[src/scsr_params.svh]
// Register indices, reset values and control field positions of the status bank.
`ifndef SCSR_PARAMS_SVH
`define SCSR_PARAMS_SVH
`define SCSR_IDX_STAT_ARB   6'h0d
`define SCSR_IDX_STAT_FIFO  6'h0e
`define SCSR_IDX_STAT_UPPER 6'h0f
`define SCSR_IDX_DSA        6'h10
`define SCSR_IDX_CTRL       6'h20
`define SCSR_CTRL_RST       8'h00
`define SCSR_DSA_RST        32'h0000_0000
`define SCSR_LAST_DISCONNECT_RST       1'b1
`define SCSR_CTRL_MASK      8'h47
`define SCSR_CTRL_FULL_ARB  0
`define SCSR_CTRL_ARB_GO    1
`define SCSR_CTRL_SYNC      2
`define SCSR_CTRL_SW_RST    6
`endif

[src/scsr_pkg.sv]
// Types shared by the status register bank modules.
package scsr_pkg;
  typedef enum logic [1:0] {ARB_IDLE, ARB_RUN, ARB_WON, ARB_LOST} scsr_arb_state_t;

  typedef struct packed {
    scsr_arb_state_t st;
    logic            arbitration_in_progress;
    logic            arbitration_lost;
    logic            arbitration_won;
    logic            drive;
  } scsr_arb_t;

  typedef struct packed {
    logic       ol_full;
    logic       ob_full;
    logic       il_full;
    logic       par;
    logic [7:0] ol_data;
    logic [7:0] ob_data;
    logic [7:0] il_data;
    logic [7:0] dout;
    logic       dval;
  } scsr_lane_t;

  typedef struct packed {
    logic [31:0] prdata;
    logic        pready;
    logic        pslverr;
    logic [7:0]  ctrl;
    logic [31:0] data_structure_base;
    logic [31:0] dsa_shadow;
    logic        move_d;
    logic        req_d;
    logic [2:0]  phase;
    logic        connected_flag;
    logic        last_disconnect;
  } scsr_top_t;
endpackage

[src/scsr_arb.sv]
// Arbitration progress tracker with in-progress, won and lost flags.
`timescale 1ns/1ps
module scsr_arb
  import scsr_pkg::*;
(
  input  wire logic pclk,
  input  wire logic presetn,
  input  wire logic arb_go,
  input  wire logic full_arb_mode,
  input  wire logic bus_free,
  input  wire logic sel_other,
  input  wire logic arb_win,
  output scsr_arb_t arb
);
  scsr_arb_t nxt;

  always_comb
  begin
    nxt = arb;
    case (arb.st)
      ARB_IDLE:
        if (arb_go && bus_free)
        begin
          nxt.st  = ARB_RUN;
          nxt.arbitration_lost = 1'b0;
          nxt.arbitration_won = 1'b0;
        end
      ARB_RUN:
        if (sel_other)
        begin
          nxt.st  = ARB_LOST;
          nxt.arbitration_lost = 1'b1;
        end
        else if (arb_win)
        begin
          nxt.st  = ARB_WON;
          nxt.arbitration_won = full_arb_mode;
        end
      ARB_WON, ARB_LOST:
        if (!arb_go)
          nxt.st = ARB_IDLE;
      default:
        nxt.st = ARB_IDLE;
    endcase
    nxt.arbitration_in_progress   = (nxt.st == ARB_RUN);
    nxt.drive = (nxt.st == ARB_RUN) || (nxt.st == ARB_WON);
  end

  always_ff @(posedge pclk or negedge presetn)
    if (!presetn)
      arb <= '0;
    else
      arb <= nxt;
endmodule // scsr_arb

[src/scsr_lane.sv]
// One byte lane: output latch, hidden output buffer and input latch with flags.
`timescale 1ns/1ps
module scsr_lane
  import scsr_pkg::*;
(
  input  wire logic       pclk,
  input  wire logic       presetn,
  input  wire logic       sync_mode,
  input  wire logic       host_wr,
  input  wire logic [7:0] host_data,
  input  wire logic       bus_take,
  input  wire logic       in_capture,
  input  wire logic [7:0] in_byte,
  input  wire logic       in_parity,
  input  wire logic       dma_rd,
  output scsr_lane_t      lane
);
  scsr_lane_t nxt;

  always_comb
  begin
    nxt = lane;
    if (sync_mode)
    begin
      if (bus_take)
        nxt.ob_full = 1'b0;
      if (lane.ol_full && !nxt.ob_full)
      begin
        nxt.ob_data = lane.ol_data;
        nxt.ob_full = 1'b1;
        nxt.ol_full = 1'b0;
      end
    end
    else if (bus_take)
      nxt.ol_full = 1'b0;
    if (host_wr && !lane.ol_full)
    begin
      nxt.ol_data = host_data;
      nxt.ol_full = 1'b1;
    end
    if (dma_rd)
      nxt.il_full = 1'b0;
    if (in_capture && !sync_mode)
    begin
      nxt.il_data = in_byte;
      nxt.il_full = 1'b1;
      nxt.par     = in_parity;
    end
    nxt.dout = sync_mode ? nxt.ob_data : nxt.ol_data;
    nxt.dval = sync_mode ? nxt.ob_full : nxt.ol_full;
  end

  always_ff @(posedge pclk or negedge presetn)
    if (!presetn)
      lane <= '0;
    else
      lane <= nxt;
endmodule // scsr_lane

[src/scsr_top.sv]
// Status register bank of the SCSI core with its APB slave.
`timescale 1ns/1ps
`include "scsr_params.svh"

// Contract
// - Low hidden-buffer full flag is set while its low byte holds data; readable in the arbitration status register.
// - Synchronous sends go latch, hidden buffer, bus; asynchronous sends skip the buffer.
// - Low output-latch full flag is set while the latch low byte holds data.
// - Arbitration-in-progress reads 1 after bus free, BSY driven and own ID placed.
// - Lost-arbitration flag sets when another device asserts SEL during arbitration.
// - Won-arbitration flag sets on winning, only in full arbitration with selection mode.
// - Reset status bit shows live SCSI RST together with the software reset bit.
// - A status bit shows the live active-high low-byte parity line.
// - Five-bit live count of the synchronous FIFO, 0 to 16, MSB in upper register.
// - Latched low parity updates only when a new low byte is captured.
// - MSG, C/D and I/O are captured on each asserting REQ edge.
// - High input-latch full flag; only asynchronous data passes that latch.
// - High hidden-buffer full flag is set while its high byte holds data.
// - High output-latch full flag is set while the latch high byte holds data.
// - A bit shows the parity captured with the high input-latch byte.
// - Cable sense reads 0 for a differential cable, 1 for single-ended.
// - Last-disconnect sets while not connected, clears on block move when connected; resets 1.
// - A status bit shows the live active-high high-byte parity line.
// - A 32-bit base register, shadowed across memory-to-memory moves.
// - Low input-latch full flag is set while the latch low byte holds data.
// - Connected flag sets on winning arbitration or being selected, clears when the bus goes free.
module scsr_top
  import scsr_pkg::*;
#(
  parameter int LANES = 2
)
(
  input  wire logic              pclk,
  input  wire logic              presetn,
  input  wire logic              psel,
  input  wire logic              penable,
  input  wire logic              pwrite,
  input  wire logic [7:0]        paddr,
  input  wire logic [31:0]       pwdata,
  output wire logic [31:0]       prdata,
  output wire logic              pready,
  output wire logic              pslverr,
  input  wire logic              scsi_rst,
  input  wire logic              scsi_req,
  input  wire logic              scsi_msg,
  input  wire logic              scsi_cd,
  input  wire logic              scsi_io,
  input  wire logic              scsi_sdp_lo,
  input  wire logic              scsi_sdp_hi,
  input  wire logic              bus_free,
  input  wire logic              sel_other,
  input  wire logic              arb_win,
  input  wire logic              selected_in,
  input  wire logic              block_move,
  input  wire logic              mm_move,
  input  wire logic              differential_sense_pin,
  input  wire logic [4:0]        fifo_count,
  input  wire logic [LANES-1:0]  dma_wr,
  input  wire logic [8*LANES-1:0] dma_wdata,
  input  wire logic [LANES-1:0]  dma_rd,
  input  wire logic [LANES-1:0]  in_capture,
  input  wire logic [8*LANES-1:0] scsi_din,
  input  wire logic [LANES-1:0]  bus_take,
  output wire logic [8*LANES-1:0] scsi_dout,
  output wire logic [LANES-1:0]  scsi_dout_valid,
  output wire logic [8*LANES-1:0] in_data,
  output wire logic              bsy_drive,
  output wire logic              connected,
  output wire logic [31:0]       dsa_out
);
  // ----------------------------------------------------------------
  // Sub-blocks
  // ----------------------------------------------------------------
  scsr_top_t  r;
  scsr_top_t  nxt;
  scsr_arb_t  arb;
  scsr_lane_t lane_q [LANES];
  logic [1:0] par_in;

  assign par_in = {scsi_sdp_hi, scsi_sdp_lo};

  scsr_arb u_arb (
    .pclk          (pclk),
    .presetn       (presetn),
    .arb_go        (r.ctrl[`SCSR_CTRL_ARB_GO]),
    .full_arb_mode (r.ctrl[`SCSR_CTRL_FULL_ARB]),
    .bus_free      (bus_free),
    .sel_other     (sel_other),
    .arb_win       (arb_win),
    .arb           (arb)
  );

  genvar g;
  for (g = 0; g < LANES; g++)
  begin : g_lane
    scsr_lane u_lane (
      .pclk       (pclk),
      .presetn    (presetn),
      .sync_mode  (r.ctrl[`SCSR_CTRL_SYNC]),
      .host_wr    (dma_wr[g]),
      .host_data  (dma_wdata[8*g +: 8]),
      .bus_take   (bus_take[g]),
      .in_capture (in_capture[g]),
      .in_byte    (scsi_din[8*g +: 8]),
      .in_parity  (par_in[g % 2]),
      .dma_rd     (dma_rd[g]),
      .lane       (lane_q[g])
    );
    assign scsi_dout[8*g +: 8] = lane_q[g].dout;
    assign scsi_dout_valid[g]  = lane_q[g].dval;
    assign in_data[8*g +: 8]   = lane_q[g].il_data;
  end

  // ----------------------------------------------------------------
  // Register bank
  // ----------------------------------------------------------------
  logic [5:0] idx;
  logic       aligned;
  logic       setup;
  logic       access;
  logic       hit;
  logic [7:0] stat_arb;
  logic [7:0] stat_fifo;
  logic [7:0] stat_upper;

  assign idx     = paddr[7:2];
  assign aligned = (paddr[1:0] == 2'b00);
  assign setup   = psel && !penable;
  assign access  = psel && penable && r.pready;

  always_comb
  begin
    hit = aligned && (idx == `SCSR_IDX_STAT_ARB || idx == `SCSR_IDX_STAT_FIFO ||
                      idx == `SCSR_IDX_STAT_UPPER || idx == `SCSR_IDX_DSA ||
                      idx == `SCSR_IDX_CTRL);
  end

  // Status views; the upper lane reads as empty when only one lane is built.
  always_comb
  begin
    stat_arb   = {lane_q[0].il_full,
                  lane_q[0].ob_full,
                  lane_q[0].ol_full,
                  arb.arbitration_in_progress,
                  arb.arbitration_lost,
                  arb.arbitration_won,
                  scsi_rst | r.ctrl[`SCSR_CTRL_SW_RST],
                  scsi_sdp_lo};
    stat_fifo  = {fifo_count[3:0],
                  lane_q[0].par,
                  r.phase};
    stat_upper = {lane_q[LANES-1].il_full & (LANES > 1),
                  lane_q[LANES-1].ob_full & (LANES > 1),
                  lane_q[LANES-1].ol_full & (LANES > 1),
                  fifo_count[4],
                  lane_q[LANES-1].par & (LANES > 1),
                  differential_sense_pin,
                  r.last_disconnect,
                  scsi_sdp_hi};
  end

  // ----------------------------------------------------------------
  // Next state
  // ----------------------------------------------------------------
  always_comb
  begin
    nxt = r;
    nxt.pready  = setup;
    nxt.pslverr = setup && !hit;
    if (setup)
    begin
      nxt.prdata = 32'h0000_0000;
      if (aligned && !pwrite)
      begin
        case (idx)
          `SCSR_IDX_STAT_ARB:   nxt.prdata = {24'h00_0000, stat_arb};
          `SCSR_IDX_STAT_FIFO:  nxt.prdata = {24'h00_0000, stat_fifo};
          `SCSR_IDX_STAT_UPPER: nxt.prdata = {24'h00_0000, stat_upper};
          `SCSR_IDX_DSA:        nxt.prdata = r.data_structure_base;
          `SCSR_IDX_CTRL:       nxt.prdata = {24'h00_0000, r.ctrl};
          default:              nxt.prdata = 32'h0000_0000;
        endcase
      end
    end
    // Status indices have no write path at all.
    if (access && pwrite && aligned)
    begin
      case (idx)
        `SCSR_IDX_DSA:  nxt.data_structure_base  = pwdata;
        `SCSR_IDX_CTRL: nxt.ctrl = pwdata[7:0] & `SCSR_CTRL_MASK;
        default:        nxt.ctrl = r.ctrl;
      endcase
    end
    // The base is saved when a memory move starts and put back when it ends,
    // so anything written to it meanwhile does not survive the move.
    nxt.move_d = mm_move;
    if (mm_move && !r.move_d)
      nxt.dsa_shadow = r.data_structure_base;
    if (!mm_move && r.move_d)
      nxt.data_structure_base = r.dsa_shadow;
    nxt.req_d = scsi_req;
    if (scsi_req && !r.req_d)
      nxt.phase = {scsi_msg, scsi_cd, scsi_io};
    if (arb.st == ARB_WON || selected_in)
      nxt.connected_flag = 1'b1;
    else if (bus_free)
      nxt.connected_flag = 1'b0;
    if (!r.connected_flag)
      nxt.last_disconnect = 1'b1;
    else if (block_move)
      nxt.last_disconnect = 1'b0;
  end

  always_ff @(posedge pclk or negedge presetn)
    if (!presetn)
    begin
      r      <= '0;
      r.ctrl <= `SCSR_CTRL_RST;
      r.data_structure_base  <= `SCSR_DSA_RST;
      r.last_disconnect <= `SCSR_LAST_DISCONNECT_RST;
    end
    else
      r <= nxt;

  // ----------------------------------------------------------------
  // Outputs
  // ----------------------------------------------------------------
  assign prdata    = r.prdata;
  assign pready    = r.pready;
  assign pslverr   = r.pslverr;
  assign bsy_drive = arb.drive;
  assign connected = r.connected_flag;
  assign dsa_out   = r.data_structure_base;
endmodule // scsr_top
[config.mk]
export PLATFORM = sky130hd
export DESIGN_NAME = scsr_top
export DESIGN_NICKNAME = d
export VERILOG_FILES = /design/src/scsr_pkg.sv /design/src/scsr_arb.sv /design/src/scsr_lane.sv /design/src/scsr_top.sv
export VERILOG_INCLUDE_DIRS = /design/src
export SDC_FILE = /design/constraint.sdc
export NUM_CORES = 1
export LEC_CHECK = 0
export BUFFER_PORTS_ARGS = -buffer_cell sky130_fd_sc_hd__buf_2
export CAP_MARGIN = 20
export CELL_PAD_IN_SITES_DETAIL_PLACEMENT = 2
export CELL_PAD_IN_SITES_GLOBAL_PLACEMENT = 2
export CORE_AREA = 2 2 155 157
export DETAILED_ROUTE_END_ITERATION = 8
export DIE_AREA = 0 0 157 159
export PLACE_DENSITY = 0.81
export RECOVER_POWER = 25
export SLEW_MARGIN = 30
export SYNTH_ARGS = -nofsm -noshare
export SYNTH_HDL_FRONTEND = slang
export SYNTH_SLANG_ARGS = --single-unit
export TNS_END_PERCENT = 20
[constraint.sdc]
create_clock -name pclk -period 4.9 [get_ports pclk]
set_input_delay 0.98 -clock pclk [delete_from_list [all_inputs] [get_ports pclk]]
set_output_delay 0.98 -clock pclk [all_outputs]
set_load 0.02 [all_outputs]
==> results by group <==
Detailed routing
  • Vias per std cell: 4.951
  • ANT nets after route: 0
  • Vias: 5738
  • Final WL: 22930 um
  • DRC viols: 0
  • Routed WL per cell: around 20 um
  • Initial drt markers: approximately 190
  • DR pass1 iterations: 4

Cells and area
  • Final instance area: slightly below 0.01 mm2
  • Fin cells: 1159
  • Fin nets: 929
  • Area growth, synth to finish: 15.03%
  • Layout cells sized above 1: 40.86%
  • Most common cell after layout, fill and taps aside: buf_2
  • Number of fill cells: between 2000 and 2500
  • Most frequent cells in the layout: buf_2 (201), dfrtp_1 (188), mux2_2 (94)

Clocking
  • Worst-case clock buffer depth: 2
  • Worst-path clk slew: 80 ps
  • Hold_buf cts: 0
  • CTS tree: done
  • Setup bufs post-CTS: 0
  • CTS Sinks: 189
  • Root buffer cell: clkbuf_16
  • CTS resizes: 0
  • Number of buffers created by CTS: 17
  • Clk_lat worst skew: 420 ps
  • H-tree depth: 4

Yosys
  • Share of the synthesized area in the top cell type: 55.25%
  • Area leader, netlist: dfrtp_1
  • FFs w/ async S/R, synth: between 90% and 100%
  • Distinct cell type count of the synthesized netlist: 37
  • Number of synthesized register bits: 189
  • Synth warnings: 0
  • Synthesized cell area: 0.008514 mm2
  • Post-Syn Nets: 833
  • Ys flop type: dfrtp_1
  • Mean Syn Cell Area: 11.70 um2
  • Sequential area share after synthesis: 55.56%
  • Count of flip-flops with a built-in enable after synthesis: 0
  • Ranking of synthesized cells by area: dfrtp_1 (55%), mux2_2 (12%), buf_4 (8.6%)
  • Post-Syn Instances: between 700 and 800

Placed design
  • Number of instances in the placed design: 1124
  • Number of port buffers: 205
  • Dpl cell area: 0.009193 mm2
  • Hpwl dp: 16410 um
  • RePlAce Congestion: 0.7370

Global routing
  • First-pass GRT wire length: 36370 um
  • Largest net degree at the start of global routing: 71
  • Vias in the first global route: about 6400
  • Initial antenna violation count: 4
  • Aggregate global routing overflow: 0
  • Tot GR Track Use: 18.92%

STA
  • Tmin final: 3265 ps
  • Fin crit share: 66.63%
  • Max-slew violations: 47
  • Fin. Hold Viols: 0
  • Final Skew: roughly 12 ps
  • Setup-failing EPs final: 0
  • Worst-margin pin slew: 2046 ps
  • FMAX: 306.3 MHz
  • Setup TNS: 0 ps
  • Max_slew headroom: -36.42%
  • Unrepaired setup endpoints after global routing: false
  • Final hold slack: 466.1 ps

Floorplanning
  • Die area: between 0.02 and 0.025 mm2
  • Core area: 0.02319 mm2
  • Initial Util: 36.71%
  • Height of the die: between 150 and 200 um
  • Ports: 206
  • Num rows: 56
  • Die X: approximately 160 um

Setup path
  • Setup crit start kind: flop
  • Worst reg-to-reg path cell count: 4
  • Flop2flop setup slack: around 1600 ps
  • Setup crit end kind: flop
  • CP Class: reg -> reg
  • Crit path largest cell delay: around 1500 ps
  • Worst-path cell chain: clkbuf_1 > nand2_1 > nor2_1 > mux2_2
  • Slowest cell on crit path: clkbuf_1
  • Worst-path maximum fanout: 46
  • Worst Path Arrival: around 3600 ps
  • Crit path required time: 5220 ps

Flow run
  • # Max-Cap Violations: 1

Worst hold path
  • Hold crit path type: reg -> reg
  • Worst hold path depth: 1

Pwr
  • VDD IR-drop max: 0.0001849 V
  • Tot Pwr: 0.003937 W
  • Leakage power: 4.676 nW
  • Pwr/cell area: 401.9 mW/mm2

Status
  • Failing checks: max-capacitance violations, max-slew violations
  • Status: finished, violations left
-- cell usage after synthesis (2+ instances only) --
cell type / count
a21oi_1: 42
a22o_1: 26
a222oi_1: 3
a221oi_1: 5
dfrtp_1: 188
inv_1: 11
nor2b_1: 11
nand2_1: 49
nand3b_1: 10
o211ai_1: 3
a21o_1: 2
mux2_2: 94
buf_4: 98
buf_1: 6
nor3_1: 3
mux2i_1: 33
nor2_1: 54
clkbuf_1: 26
nand2b_1: 11
o21ai_0: 18
buf_2: 4
a31oi_1: 16
-- path summary, 6_finish.rpt --
check,endpoint,start
min reg2reg,r[0]$_DFFE_PN1P_,connected$_DFFE_PN0P_
max,g_lane[0].u_lane.lane[22]$_DFF_PN0_,r[73]$_DFFE_PN0P_
max in group asynchronous,prdata[5]$_DFFE_PN0P_,presetn
min,r[0]$_DFFE_PN1P_,connected$_DFFE_PN0P_
max reg2reg,g_lane[0].u_lane.lane[22]$_DFF_PN0_,r[73]$_DFFE_PN0P_
min in group asynchronous,g_lane[0].u_lane.lane[6]$_DFF_PN0_,presetn
-- power by group --
part / switching [W] / internal, W
registers: 0.000141 / 0.00176
logic: 0.000375 / 0.000275
clock network: 0.000692 / 0.000691
total: 0.00121 / 0.00273
-- per-stage QoR --
stage	setup WS [ps]	utilization, %
floorplan	2168	-
finish	1635	42.23
global route	1387	42.21
global placement	1711	39.39
detailed placement	1602	39.64
CTS	2049	42.21
-- layout make-up --
| type | instances | area [um2] | share of cell area (%) |
|---|---|---|---|
| Antenna cell | 3 | 7.507 | 0.07665 |
| Clock buffer | 18 | 429.2 | 4.382 |
| Sequential cell | 189 | 4731 | 48.30 |
| Multi-Input combinational cell | 393 | 2887 | 29.47 |
| Tap cell | 319 | 399.1 | 4.075 |
| Timing Repair Buffer | 212 | 1132 | 11.56 |
| Clock inverter | 14 | 167.7 | 1.712 |
| Inverter | 11 | 41.29 | 0.4216 |
-- logic make-up (layout without fill, tap and decap cells) --
logic type	after synthesis	count (layout)	synth area share [%]
and+or+nand+nor	146	146	7.877
buffers and inverters	146	255	10.83
xor gates and xnor gates	1	1	0.1029
AOI/OAI and AO/OA	118	118	9.170
adders and majority gates	1	1	0.1469
DFF	189	189	55.56
muxes	127	127	16.31
other	0	3	0
-- sequential cells by signal, summed over array words and instances, names as in the netlist --
| name | cells |
|---|---|
| pready | 1 |
| dsa_out | 32 |
| connected | 1 |
| r | 42 |
| pslverr | 1 |
| u_arb.arb | 6 |
| prdata | 32 |
| g_lane.u_lane.lane | 74 |
-- worst max-delay path: cells and delay by family (launching register included) --
family        cells  cell delay (ps)
mux               1              430
simple gates      2              840
flops             1              390
buf+inv           1             1480
-- per-layer routing --
metal	wire, um	share of wire, %	global-route usage (%)	vias to the layer above
met5	13	0.057	0	-
met4	105	0.46	3.837	2
met3	1330	5.8	4.981	6
met2	12030	52	33.37	151
met1	9450	41	23.23	2974
li1	-	-	-	2605
Power figures use the tool's default switching activity.
